[config.mk]
export PLATFORM = sky130hd
export DESIGN_NAME = serial_prog_port
export DESIGN_NICKNAME = d
export VERILOG_FILES = /design/src/common/spp_pkg.sv /design/src/common/cmd_stream_if.sv /design/src/core/cmd_fifo.sv /design/src/core/serial_prog_port.sv
export VERILOG_INCLUDE_DIRS = /design/src /design/src/common
export SDC_FILE = /design/constraint.sdc
export NUM_CORES = 1
export LEC_CHECK = 0
export ABC_AREA = 1
export BUFFER_PORTS_ARGS = -buffer_cell sky130_fd_sc_hd__buf_2
export CAP_MARGIN = 40
export CORE_AREA = 10 10 291 293
export CTS_CLUSTER_DIAMETER = 60
export DETAILED_ROUTE_END_ITERATION = 12
export DIE_AREA = 0 0 301 303
export GPL_TIMING_DRIVEN = 0
export PLACE_DENSITY = 0.65
export SLEW_MARGIN = 10
export SYNTH_ARGS = -nofsm -noshare
export SYNTH_HDL_FRONTEND = slang
export SYNTH_SLANG_ARGS = --single-unit
[constraint.sdc]
create_clock -name sys_clk -period 8 [get_ports sys_clk]
set_input_delay 0.8 -clock sys_clk [delete_from_list [all_inputs] [get_ports sys_clk]]
set_output_delay 0.8 -clock sys_clk [all_outputs]
set_load 0.005 [all_outputs]
[src/common/spp_regs.svh]
// Constants of the serial programming port: instruction codes, fields and waits.
// Assumes a 125 MHz system clock; included by the package and the port core.
`ifndef SPP_REGS_SVH
`define SPP_REGS_SVH

`define SYS_CLK_NS 8
`define FLASH_WAIT_NS 4500000
`define EEPROM_WAIT_NS 9000000
`define ERASE_WAIT_NS 9000000

`define INS_ENABLE_B1 8'hac
`define INS_ENABLE_B2 8'h53
`define INS_ERASE_TOP 3'h4
`define INS_LOAD_NIB 4'h4
`define INS_READ_FL_NIB 4'h2
`define INS_LOW_ZERO 3'h0
`define INS_PAGE_WR 8'h4c
`define INS_READ_EE 8'ha0
`define INS_WRITE_EE 8'hc0

`define BIT_LAST_B2 5'h0f
`define BIT_LAST_B3 5'h17
`define BIT_LAST_B4 5'h1f

`define PAGE_WORD_W 5
`define ERASED_BYTE 8'hff
`define CNT_W 21

`endif

[src/common/spp_pkg.sv]
// Types shared by the serial programming port and its testbench.
// Assumes spp_regs.svh is on the include path.
`include "spp_regs.svh"

package spp_pkg;

  typedef enum logic [2:0] {
    op_erase = 3'h0,
    op_load_lo = 3'h1,
    op_load_hi = 3'h2,
    op_page_wr = 3'h3,
    op_ee_wr = 3'h4
  } mem_op_t;

  typedef enum logic [1:0] {
    st_off = 2'h0,
    st_sync = 2'h1,
    st_prog = 2'h2
  } sess_t;

  typedef struct packed {
    mem_op_t op;
    logic [11:0] addr;
    logic [7:0] data;
  } cmd_t;

endpackage : spp_pkg

[src/common/cmd_stream_if.sv]
// Valid/ready stream carrying memory commands between the port and its FIFO.
// Assumes both ends sit on the same clock.
`timescale 1ns/1ps
`default_nettype none

interface cmd_stream_if #(parameter int W = 23);
  logic valid;
  logic ready;
  logic [W-1:0] data;
  modport src (output valid, output data, input ready);
  modport snk (input valid, input data, output ready);
endinterface : cmd_stream_if

`default_nettype wire

[src/core/cmd_fifo.sv]
// Flip-flop FIFO with valid/ready on both sides.
// Assumes a single clock and a synchronous active-high reset.
`timescale 1ns/1ps
`default_nettype none

module cmd_fifo #(
  parameter int W = 23,
  parameter int DEPTH = 32
) (
  // Clock and reset.
  input wire logic sys_clk,
  input wire logic srst,
  // Fill and drain sides.
  cmd_stream_if.snk fill,
  cmd_stream_if.src drain
);
  localparam int AW = $clog2(DEPTH);

  logic [W-1:0] mem_ff [DEPTH];
  logic [AW:0] wr_ptr_ff;
  logic [AW:0] rd_ptr_ff;

  wire full = (wr_ptr_ff[AW] != rd_ptr_ff[AW]) && (wr_ptr_ff[AW-1:0] == rd_ptr_ff[AW-1:0]);
  wire empty = (wr_ptr_ff == rd_ptr_ff);
  wire push = fill.valid && !full;
  wire pop = drain.ready && !empty;

  assign fill.ready = !full;
  assign drain.valid = !empty;
  assign drain.data = mem_ff[rd_ptr_ff[AW-1:0]];

  always_ff @(posedge sys_clk) begin
    if (push) begin
      mem_ff[wr_ptr_ff[AW-1:0]] <= fill.data;
    end
  end

  always_ff @(posedge sys_clk) begin
    if (srst) begin
      wr_ptr_ff <= '0;
      rd_ptr_ff <= '0;
    end else begin
      wr_ptr_ff <= wr_ptr_ff + (AW+1)'(push);
      rd_ptr_ff <= rd_ptr_ff + (AW+1)'(pop);
    end
  end
endmodule : cmd_fifo

`default_nettype wire

[src/core/serial_prog_port.sv]
// Serial in-system programming port: four-byte instructions on a sampled link,
// memory commands out through a FIFO, reads answered on a same-clock read port.
// Assumes the memory side erases to all ones and performs the page and byte writes.
//
// What this block does
// - Programming is accepted only while the reset pin is held low.
// - Nothing is programmed or erased before the enable instruction executes.
// - A serial EEPROM byte write carries its own automatic erase.
// - Chip erase turns every flash and EEPROM location into all ones.
// - Input bits are sampled on the rising serial clock edge.
// - Output bits change on the falling serial clock edge.
// - Second enable byte echoes during the third; out of sync, nothing acts.
// - Flash is loaded a byte at a time with five low word address bits.
// - A page write with seven high address bits commits the page buffer.
// - EEPROM is written one byte per instruction with address and data.
// - Read instructions return the addressed content on the serial output.
// - Releasing reset high ends programming mode.
// - The enable instruction has two fixed bytes and two don't-care bytes.
// - While a page is written, reads inside that page return all ones.
// - EEPROM write uses a fixed opcode, address high bit, low byte, data.
`timescale 1ns/1ps
`default_nettype none
`include "spp_regs.svh"

module serial_prog_port #(
  parameter int FLASH_WAIT_CYC = `FLASH_WAIT_NS / `SYS_CLK_NS,
  parameter int EEPROM_WAIT_CYC = `EEPROM_WAIT_NS / `SYS_CLK_NS,
  parameter int ERASE_WAIT_CYC = `ERASE_WAIT_NS / `SYS_CLK_NS,
  parameter int FIFO_DEPTH = 32
) (
  // Clock and reset.
  input wire logic sys_clk,
  input wire logic srst,
  // Programming pins.
  input wire logic reset_n_pin,
  input wire logic sck,
  input wire logic mosi,
  output logic miso,
  output logic miso_oe_n,
  // Memory command stream.
  output logic mem_valid,
  input wire logic mem_ready,
  output spp_pkg::mem_op_t mem_op,
  output logic [11:0] mem_addr,
  output logic [7:0] mem_data,
  // Memory read port.
  output logic rd_req,
  output logic rd_eeprom,
  output logic rd_high,
  output logic [11:0] rd_addr,
  input wire logic [7:0] rd_data,
  input wire logic rd_valid,
  // Status.
  output logic prog_active,
  output logic busy
);
  import spp_pkg::*;

  logic rst_s1_ff, rst_s2_ff, sck_s1_ff, sck_s2_ff, sck_d_ff, mosi_s1_ff, mosi_s2_ff;
  sess_t st_ff, nxt_st;
  logic [4:0] bit_cnt_ff;
  logic [30:0] rx_sr_ff;
  logic [7:0] tx_sr_ff;
  logic miso_ff;
  logic poll_ff;
  logic rd_req_ff, rd_ee_ff, rd_hi_ff;
  logic [11:0] rd_addr_ff;
  logic pend_ff;
  cmd_t pend_cmd_ff;
  logic [`CNT_W-1:0] busy_cnt_ff;
  mem_op_t busy_op_ff;
  logic [11:0] busy_addr_ff;

  cmd_stream_if #(.W($bits(cmd_t))) push_if ();
  cmd_stream_if #(.W($bits(cmd_t))) pop_if ();

  // Pins cross into the system clock through two flops before any use.
  always_ff @(posedge sys_clk) begin
    rst_s1_ff <= reset_n_pin;
    rst_s2_ff <= rst_s1_ff;
    sck_s1_ff <= sck;
    sck_s2_ff <= sck_s1_ff;
    sck_d_ff <= sck_s2_ff;
    mosi_s1_ff <= mosi;
    mosi_s2_ff <= mosi_s1_ff;
  end

  // The clock high and low minimums keep each edge visible after the synchroniser.
  wire session = !rst_s2_ff;
  wire sck_rise = sck_s2_ff && !sck_d_ff;
  wire sck_fall = !sck_s2_ff && sck_d_ff;

  // Instruction decode on the word as completed by the current bit.
  wire [31:0] ins_word = {rx_sr_ff, mosi_s2_ff};
  wire [7:0] b1 = ins_word[31:24];
  wire [7:0] b2 = ins_word[23:16];
  wire [7:0] b3 = ins_word[15:8];
  wire [7:0] b4 = ins_word[7:0];
  wire [7:0] r1 = ins_word[23:16];
  wire [7:0] r2 = ins_word[15:8];
  wire [7:0] r3 = ins_word[7:0];
  wire done_b2 = session && sck_rise && (bit_cnt_ff == `BIT_LAST_B2);
  wire done_b3 = session && sck_rise && (bit_cnt_ff == `BIT_LAST_B3);
  wire done_b4 = session && sck_rise && (bit_cnt_ff == `BIT_LAST_B4);

  wire is_enable = (b1 == `INS_ENABLE_B1) && (b2 == `INS_ENABLE_B2);
  wire is_erase = (b1 == `INS_ENABLE_B1) && (b2[7:5] == `INS_ERASE_TOP);
  wire is_load = (b1[7:4] == `INS_LOAD_NIB) && (b1[2:0] == `INS_LOW_ZERO);
  wire is_pgwr = (b1 == `INS_PAGE_WR);
  wire is_eewr = (b1 == `INS_WRITE_EE);
  wire is_mem = is_erase || is_load || is_pgwr || is_eewr;
  wire rd_is_fl = (r1[7:4] == `INS_READ_FL_NIB) && (r1[2:0] == `INS_LOW_ZERO);
  wire rd_is_ee = (r1 == `INS_READ_EE);
  wire [11:0] rd_addr_w = rd_is_ee ? {3'h0, r2[0], r3} : {r2[3:0], r3};

  // Page loads keep only the word-in-page bits; page writes only the page bits.
  wire mem_op_t ex_op = is_erase ? op_erase :
                        is_load ? (b1[3] ? op_load_hi : op_load_lo) :
                        is_pgwr ? op_page_wr : op_ee_wr;
  wire [11:0] ex_addr = is_load ? {7'h0, b3[4:0]} :
                        is_pgwr ? {b2[3:0], b3[7:5], 5'h0} :
                        is_eewr ? {3'h0, b2[0], b3} : 12'h0;
  wire [7:0] ex_data = is_erase ? `ERASED_BYTE : b4;
  wire ex_go = done_b4 && (st_ff == st_prog) && is_mem && !busy && !pend_ff;
  wire ex_timed = ex_go && !is_load;
  wire [`CNT_W-1:0] ex_wait = is_erase ? `CNT_W'(ERASE_WAIT_CYC) :
                              is_pgwr ? `CNT_W'(FLASH_WAIT_CYC) : `CNT_W'(EEPROM_WAIT_CYC);

  // Reads that hit a location still being written answer all ones.
  wire poll_hit = busy && ((busy_op_ff == op_erase) ||
                  (rd_is_fl && busy_op_ff == op_page_wr &&
                   rd_addr_w[11:`PAGE_WORD_W] == busy_addr_ff[11:`PAGE_WORD_W]) ||
                  (rd_is_ee && busy_op_ff == op_ee_wr &&
                   rd_addr_w[8:0] == busy_addr_ff[8:0]));
  wire rd_go = done_b3 && (st_ff == st_prog) && (rd_is_fl || rd_is_ee);

  always_comb begin
    nxt_st = st_ff;
    unique case (st_ff)
      st_off: begin
        if (session) begin
          nxt_st = st_sync;
        end
      end
      st_sync: begin
        if (done_b4 && is_enable) begin
          nxt_st = st_prog;
        end
      end
      st_prog: begin
        nxt_st = st_prog;
      end
      default: begin
        nxt_st = st_off;
      end
    endcase
    if (!session) begin
      nxt_st = st_off;
    end
  end

  always_ff @(posedge sys_clk) begin
    if (srst) begin
      st_ff <= st_off;
    end else begin
      st_ff <= nxt_st;
    end
  end

  // Frame counter and input shift run on rising edges only.
  always_ff @(posedge sys_clk) begin
    if (srst || !session) begin
      bit_cnt_ff <= 5'h0;
      rx_sr_ff <= 31'h0;
    end else if (sck_rise) begin
      bit_cnt_ff <= bit_cnt_ff + 5'h1;
      rx_sr_ff <= ins_word[30:0];
    end
  end

  // Output shift: loaded at byte ends, shifted out on falling edges.
  always_ff @(posedge sys_clk) begin
    if (srst || !session) begin
      tx_sr_ff <= 8'h0;
      miso_ff <= 1'b0;
    end else if (rd_valid) begin
      tx_sr_ff <= poll_ff ? `ERASED_BYTE : rd_data;
    end else if (done_b2) begin
      tx_sr_ff <= b4;
    end else if (done_b3) begin
      tx_sr_ff <= 8'h0;
    end else if (sck_fall) begin
      miso_ff <= tx_sr_ff[7];
      tx_sr_ff <= {tx_sr_ff[6:0], 1'b0};
    end
  end

  always_ff @(posedge sys_clk) begin
    if (srst) begin
      rd_req_ff <= 1'b0;
      rd_ee_ff <= 1'b0;
      rd_hi_ff <= 1'b0;
      rd_addr_ff <= 12'h0;
      poll_ff <= 1'b0;
    end else begin
      rd_req_ff <= rd_go;
      if (rd_go) begin
        rd_ee_ff <= rd_is_ee;
        rd_hi_ff <= r1[3] && rd_is_fl;
        rd_addr_ff <= rd_addr_w;
        poll_ff <= poll_hit;
      end
    end
  end

  // A held command stalls further programming until the FIFO takes it.
  always_ff @(posedge sys_clk) begin
    if (srst) begin
      pend_ff <= 1'b0;
      pend_cmd_ff <= '0;
    end else if (ex_go) begin
      pend_ff <= 1'b1;
      pend_cmd_ff <= '{op: ex_op, addr: ex_addr, data: ex_data};
    end else if (push_if.ready) begin
      pend_ff <= 1'b0;
    end
  end

  // Self-timed write window; further writes are refused until it runs out.
  always_ff @(posedge sys_clk) begin
    if (srst) begin
      busy_cnt_ff <= '0;
      busy_op_ff <= op_erase;
      busy_addr_ff <= 12'h0;
    end else if (ex_timed) begin
      busy_cnt_ff <= ex_wait;
      busy_op_ff <= ex_op;
      busy_addr_ff <= ex_addr;
    end else if (busy_cnt_ff != '0) begin
      busy_cnt_ff <= busy_cnt_ff - `CNT_W'(1);
    end
  end

  assign push_if.valid = pend_ff;
  assign push_if.data = pend_cmd_ff;
  assign pop_if.ready = mem_ready;

  cmd_fifo #(.W($bits(cmd_t)), .DEPTH(FIFO_DEPTH)) u_fifo (
    .sys_clk(sys_clk),
    .srst(srst),
    .fill(push_if.snk),
    .drain(pop_if.src)
  );

  wire cmd_t head = pop_if.data;
  assign mem_valid = pop_if.valid;
  assign mem_op = head.op;
  assign mem_addr = head.addr;
  assign mem_data = head.data;
  assign rd_req = rd_req_ff;
  assign rd_eeprom = rd_ee_ff;
  assign rd_high = rd_hi_ff;
  assign rd_addr = rd_addr_ff;
  assign miso = miso_ff;
  assign miso_oe_n = !session;
  assign prog_active = (st_ff == st_prog);
  assign busy = (busy_cnt_ff != '0);
endmodule : serial_prog_port

`default_nettype wire

==> metrics.txt, run 1 <==
outcome finished, final reports clean; syn_area_per_cell about 12 um^2; Detailed Place HPWL roughly 70000 um; CTS H-Tree Depth 3; Largest stage delay, worst path between 0.5 and 0.6 ns; Die Span X about 300 um; antenna diode count 0; clk slew on worst S/H paths around 0.060 ns; full die area ~90000 um^2; slowest stage cell on the critical path clkbuf_1; EDFF count, synth roughly 740; critical path class flop to primary output; layout cell share with drive strength beyond 1 0.114; first-pass GRT wire length 157000 um; pin count of the biggest net entering global routing 34; vias roughly 25000; GR Util met2 0.355; synth unique cells between 40 and 50; Final min period between 4 and 5 ns; Buf+Inv Stages, Crit Path 5; Root Buffer clkbuf_16; TritonCTS clock tree done; Multi-input gate area just over 9000 um^2; clock skew between 0.03 and 0.04 ns; grt peak-use layer met2; Gate power share 0.057; asr flop ratio synth 0; cts repair resizes 0; number of iterations in the first detailed-routing pass 8; synthesized area 35100 um^2; Core Rows between 100 and 150; post-synthesis sequential area ratio 0.710; Post-synth top flop edfxtp_1; final hold vios 0; Synth Net Count about 3000; met3 usage 0.0383; yosys warns 0; critical path arrival approximately 3.8 ns; crit path launch type flop; Synth Area in Adders 0.00392; fin cells 4319; final wirelength around 110000 um; Pins Over Slew Limit 0; WL/cell 24.8 um; I/O Pins 58; combinational family with the most area after synthesis simple AND/OR/NAND/NOR gates; Fillers roughly 6700; DIE HEIGHT ~300 um; vias in the first global route roughly 24000; max-cap violations 0; Inserted Clock Buffers 93; critical path endpoint category primary output; TritonCTS Sinks 878; register area around 25000 um^2; fmax around 220 MHz; Core Box Area about 79000 um^2; Gate Count Post-Synth ~3000; Synth Area in Simple Gates 0.126; antenna violations before repair 2; peak supply drop 0.151 mV; P&R area growth vs syn 15.9%; Fin Setup TNS 0 ns; critical-path cell list buf_4 -> buf_2 -> clkbuf_1 -> o21ai_0 -> o211ai_1 -> nand3_1 -> nand4_1 -> o21ai_1 -> inv_1 -> buf_2; total congestion overflow 0; RSZ-0062 raised after global routing no; leak pwr between 0.01 and 0.015 uW; Clock Power Share 0.430; Setup Viol. Count Final 0; Synth Area in XOR/XNOR 0.00598; Slew headroom 0.376; routing usage on met1 0.319; RD Place Congestion about 0.95; post-CTS setup buffer count 0; design area 40700 um^2; worst-margin pin slew ~0.93 ns; initial drt markers between 3000 and 4000; CTS max path bufs 3; DP Area roughly 38000 um^2; P_int 7530 uW; Initial Utilization 0.447; cell mode on critical path buf_2; Detail Route Antenna Nets 0; CP delay by family, top buffers and inverters; P per Cell Area 239 nW/um^2; P_sw between 2000 and 2500 uW; Via density ~6; Reg power frac 0.513; PortBufs 56; worst hold-check path type input port to flop; overall routing resource usage 0.231; Post-CTS Hold Buffers 0; Final period util 0.579; multiplexer share of the synthesized area 0; switching part of the total 0.225; detailed-route DRC error count 0; CP Max Fanout 10; Final Util 0.518; Crit path required time roughly 7 ns; synthesized flop and latch total approximately 880; Clock Latency Late Sink around 0.67 ns; Synth Area in Compound Gates 0.119; Nets about 3200; Cell Count Post-Placement ~4200
-- path summary, 6_finish.rpt --
check                                    startpoint                    end  slack, ns  depth (start not counted)
worst max-delay path            u_fifo.rd_ptr_ff[1]              mem_op[0]       3.37                         10
worst min register to register           mosi_s1_ff             mosi_s2_ff       0.33                          0
worst min-delay path                    reset_n_pin              rst_s1_ff       0.24                          1
worst max register to register  u_fifo.rd_ptr_ff[1]  u_fifo.mem_ff[30][19]       4.26                          9
-- registers in the layout, indices dropped and copies added (netlist names), 2 cells and up --
signal / cells
u_fifo.mem_ff: 736
rx_sr_ff: 31
pend_cmd_ff: 23
busy_cnt_ff: 21
busy_addr_ff: 12
rd_addr: 12
tx_sr_ff: 8
u_fifo.rd_ptr_ff: 6
u_fifo.wr_ptr_ff: 6
bit_cnt_ff: 5
busy_op_ff: 3
st_ff: 2
-- synthesized netlist by cell type (all sizes together), types with 3 or more instances --
master / number / area [um^2]
edfxtp: 736 / 22100
nor2: 610 / 2350
o21ai: 485 / 2430
nand2: 253 / 990
dfxtp: 142 / 2840
inv: 122 / 460
clkbuf: 120 / 450
nand3: 100 / 561
o22ai: 99 / 619
o211ai: 78 / 586
a21oi: 71 / 355
buf: 63 / 347
nand4: 51 / 355
nor3: 17 / 106
xor2: 16 / 140
o221ai: 14 / 123
ha: 11 / 138
or2: 8 / 50.1
xnor2: 8 / 70.1
a211oi: 3 / 22.5
-- layer usage --
metal	vias up	wire length, um
met5	-	0
met1	12300	42800
met4	0	5200
met2	1510	47900
li1	11200	-
met3	253	11300
-- power groups by stage --
stage               combinational, uW  clock (uW)  sequential, uW
global route                      626        4400            4990
floorplan                         447           0            5070
CTS                               550        4210            4980
finish                            549        4180            4980
global placement                  540           0            5080
detailed placement                544           0            5080
-- area by class of cell --
cell class	count	share of cell area
Sequential cell	878	0.613
Multi-Input combinational cell	1829	0.225
Inverter	123	0.0114
Clock inverter	46	0.00956
Clock buffer	121	0.0628
Tap cell	1050	0.0323
Buffer	183	0.0196
Timing Repair Buffer	89	0.0257
-- cells in the final DEF, fill, tap and decap left out, types with 3 or more instances in the layout --
cell	n
inv_1	114
buf_8	3
bufinv_16	4
o21ai_1	21
a21oi_1	71
nand4_1	48
dfxtp_1	122
buf_2	99
buf_4	10
nor2_1	563
xnor2_1	8
o22ai_1	99
o211ai_1	78
ha_1	11
clkinv_2	9
nor2_4	37
nand3_4	4
xor2_1	16
a211oi_1	3
o221ai_1	14
clkinv_1	24
buf_1	8
clkbuf_16	98
buf_16	19
o21ai_0	464
nand2_2	7
nand2_4	3
clkbuf_1	141
dfxtp_2	20
nor3_1	14
nand2_1	243
nor2_2	10
buf_6	4
edfxtp_1	736
nand3_1	94
buf_12	9
inv_2	7
or2_2	8
-- kinds of logic (layout without fill, tap and decap cells) --
kind of cell / count (synthesis) / in the layout
AOI/OAI and AO/OA: 754 / 754
xor gates and xnor gates: 24 / 24
adders and majority gates: 11 / 11
buffers and inverters: 306 / 562
DFF: 878 / 878
and+or+nand+nor: 1040 / 1040
-- stage by stage --
stage,hold slack (ns),setup slack (ns),total power (uW)
2_1_floorplan,0.310,5.35,5510
3_3_place_gp,0.312,3.56,5620
3_5_place_dp,0.314,4.19,5620
4_1_cts,0.211,3.50,9740
5_1_grt,0.222,3.38,10000
6_report,0.240,3.37,9710
Power figures use the tool's default switching activity.
==> inputs of run 2 (changes only) <==
--- a/config.mk
+++ b/config.mk
@@ -6,15 +6,15 @@
 export SDC_FILE = /design/constraint.sdc
 export NUM_CORES = 1
 export LEC_CHECK = 0
-export ABC_AREA = 1
+export ABC_AREA = 0
 export BUFFER_PORTS_ARGS = -buffer_cell sky130_fd_sc_hd__buf_2
 export CAP_MARGIN = 40
-export CORE_AREA = 10 10 291 293
+export CORE_AREA = 10 10 287 289
 export CTS_CLUSTER_DIAMETER = 60
 export DETAILED_ROUTE_END_ITERATION = 12
-export DIE_AREA = 0 0 301 303
+export DIE_AREA = 0 0 297 299
 export GPL_TIMING_DRIVEN = 0
-export PLACE_DENSITY = 0.65
+export PLACE_DENSITY = 0.67
 export SLEW_MARGIN = 10
 export SYNTH_ARGS = -nofsm -noshare
 export SYNTH_HDL_FRONTEND = slang
==> constraint.sdc (replaced) <==
create_clock -name sys_clk -period 4 [get_ports sys_clk]
set_input_delay 0.4 -clock sys_clk [delete_from_list [all_inputs] [get_ports sys_clk]]
set_output_delay 0.4 -clock sys_clk [all_outputs]
set_load 0.005 [all_outputs]
==> metrics.txt, run 2 <==
outcome finished, final reports clean (unchanged); first-pass GRT wire length 122000 um (was 157000 um); Fin Setup TNS 0 ns (unchanged); DIE HEIGHT 299 um (was 303 um); fin cells 3156 (was 4319); post-synth top area cell edfxtp_1 (unchanged); Detailed Place HPWL 56200 um (was 70200 um); commonest non-fill, non-tap cells in the layout edfxtp_1, mux4_2, dfxtp_1, nand2_1, clkbuf_16 (was edfxtp_1, nor2_1, o21ai_0, nand2_1, clkbuf_1); TritonCTS clock tree done (unchanged); clock skew 0.0500 ns (was 0.0354 ns); vias 18100 (was 25300); Synth Net Count 1835 (was 3039); worst-margin pin slew 0.934 ns (about the same); synthesized area 34100 um^2 (was 35100 um^2); synthesized flop and latch total 878 (unchanged); P per Cell Area 464 nW/um^2 (was 239 nW/um^2); critical path class flop to primary output (unchanged); PortBufs 56 (unchanged); worst hold-check path type input port to flop (unchanged); CTS H-Tree Depth 3 (unchanged); post-synthesis sequential area ratio 0.731 (was 0.710); yosys warns 0 (unchanged); Setup Viol. Count Final 0 (unchanged); count leader, synth edfxtp_1 (unchanged); P&R area growth vs syn 18.6% (was 15.9%); TritonCTS Sinks 878 (unchanged); Clock Latency Late Sink 0.66 ns (was 0.67 ns); critical path endpoint category primary output (unchanged); critical-path cell list clkbuf_2 -> clkbuf_4 -> buf_2 -> buf_8 -> mux4_2 -> mux4_2 -> mux2_2 -> buf_2 (was buf_4 -> buf_2 -> clkbuf_1 -> o21ai_0 -> o211ai_1 -> nand3_1 -> nand4_1 -> o21ai_1 -> inv_1 -> buf_2); RD Place Congestion 0.845 (was 0.945); Detail Route Antenna Nets 0 (unchanged); Core Box Area 76700 um^2 (was 78600 um^2); max-cap violations 0 (unchanged); I/O Pins 58 (unchanged); detailed-route DRC error count 0 (unchanged); Slew headroom 0.371 (was 0.376); overall routing resource usage 0.182 (was 0.231); vias in the first global route 18700 (was 24000); Pins Over Slew Limit 0 (unchanged); fmax 259 MHz; Initial Utilization 0.445 (was 0.447); antenna violations before repair 1 (was 2); Cell Count Post-Placement 2989 (was 4150); clk slew on worst S/H paths 0.06 ns (about the same); Total Power 18800 uW (was 9710 uW); Final Util 0.527 (was 0.518); reg2reg start bit_cnt_ff[0] (was u_fifo.rd_ptr_ff[1]); HP Start rd_data[0] (was reset_n_pin); Root Buffer clkbuf_16 (unchanged); Largest stage delay, worst path 0.55 ns (was 0.58 ns); CTS max path bufs 3 (unchanged); Die Span X 297 um (was 301 um); Crit path required time 3.60 ns (was 7.20 ns); Via density 5.74 (was 5.86); full die area 88800 um^2 (was 91200 um^2); synth unique cells 60 (was 42); Final min period ~3.9 ns; Post-synth top flop edfxtp_1 (unchanged); syn_area_per_cell 18.9 um^2 (was 11.7 um^2); Synth top area share 0.648 (was 0.629); leading post-synthesis cells by cell area edfxtp_1, mux4_2, dfxtp_1 (was edfxtp_1, dfxtp_1, o21ai_0); leak pwr 0.0125 uW (was 0.0126 uW); Core Rows 102 (was 103); commonest non-fill, non-tap cell in the layout edfxtp_1 (unchanged); critical path arrival 3.47 ns (was 3.83 ns); crit path launch type flop (unchanged); asr flop ratio synth 0 (unchanged); CP Max Fanout 10 (unchanged); initial drt markers 1787 (was 3504); peak supply drop 0.343 mV (was 0.151 mV); layout cell share with drive strength beyond 1 0.287 (was 0.114); Gate Count Post-Synth 1809 (was 3013); EDFF count, synth 736 (unchanged); max FFs per register 736 (unchanged); pin count of the biggest net entering global routing 34 (unchanged); slowest stage cell on the critical path mux4_2 (was clkbuf_1); antenna diode count 0 (unchanged); number of iterations in the first detailed-routing pass 5 (was 8); CP startpoint u_fifo.rd_ptr_ff[0] (was u_fifo.rd_ptr_ff[1]); final hold vios 0 (unchanged); total congestion overflow 0 (unchanged); top post-synthesis cells by count edfxtp_1, mux4_2, dfxtp_1 (was edfxtp_1, nor2_1, o21ai_0); RSZ-0062 raised after global routing no (unchanged); WL/cell 25.9 um (was 24.8 um); Nets 2071 (was 3223); Inserted Clock Buffers 90 (was 93); Final period util 0.966; final wirelength 81900 um (was 107000 um)
run 2: changes by cell type in the layout (fill, tap and decap cells not counted), sizes merged, moves of 25 or more:
cell,before,now
clkbuf,241,195
mux2,0,25
nand2,253,118
inv,127,31
nand3,100,16
o211ai,78,23
o21ai,485,36
o22ai,99,4
mux4,0,230
nand4,51,6
nor2,610,83
run 2: kinds of logic (layout without fill, tap and decap cells):
logic type | Yosys count | in the layout | share of synthesized area
DFF | 878 | 878 | 0.731
and+or+nand+nor | 319 | 319 | 0.0455
muxes | 276 | 276 | 0.166
AOI/OAI and AO/OA | 156 | 156 | 0.0281
buffers and inverters | 129 | 436 | 0.0146
xor gates and xnor gates | 40 | 40 | 0.0103
adders and majority gates | 11 | 11 | 0.00403
run 2: final timing paths:
kind | end | cells after the start | slack, ns
worst max register to register | busy_addr_ff[8] | 10 | 0.45
worst min register to register | mosi_s2_ff | 0 | 0.33
worst min-delay path | tx_sr_ff[0] | 3 | 0.06
worst max-delay path | mem_addr[7] | 8 | 0.13
run 2: per-stage QoR:
stage	hold WS (ns)	setup slack [ns]	area [um^2]
global placement	0.309	-0.627	35700
global route	0.0419	0.00747	40500
finish	0.0574	0.135	40500
detailed placement	0.316	-0.0240	37500
floorplan	0.310	0.880	34100
CTS	0.0252	0.00384	40400
run 2: worst max-delay path: cells and delay by family (launching register included):
family / cells / cell delay, ns
buf+inv: 5 / 1.06
mux: 3 / 1.45
flops: 1 / 0.34
run 2: layout make-up:
type                            count  area (um^2)
Buffer                            102          472
Clock buffer                      119         2370
Clock inverter                     44          459
Fill cell                        5861        36200
Inverter                           27          101
Multi-Input combinational cell    802         8910
Sequential cell                   878        24900
Tap cell                         1040         1300
Timing Repair Buffer              144         1900
run 2: timing repair:
item,CTS,global route
resized for setup,39,20
hold buffers,3,0
buffers inserted,0,0
pin swaps,0,0
hold endpoints to repair,3,0
cloned,0,0
endpoints found under the setup margin,23,23
run 2: per-layer routing:
layer,up-vias,wire length [um],track usage
met5,-,0,0
met4,0,2170,0.0546
met3,128,6380,0.0351
met2,766,40700,0.304
met1,9446,32600,0.242
li1,7775,-,-
run 2: where the power goes:
| group | leakage [uW] | switching (uW) | internal [uW] |
|---|---|---|---|
| Combinational | 0.00342 | 445 | 308 |
| Clock | 0.00137 | 3430 | 4650 |
| Sequential | 0.00776 | 90.5 | 9850 |
| Total | 0.0125 | 3970 | 14800 |
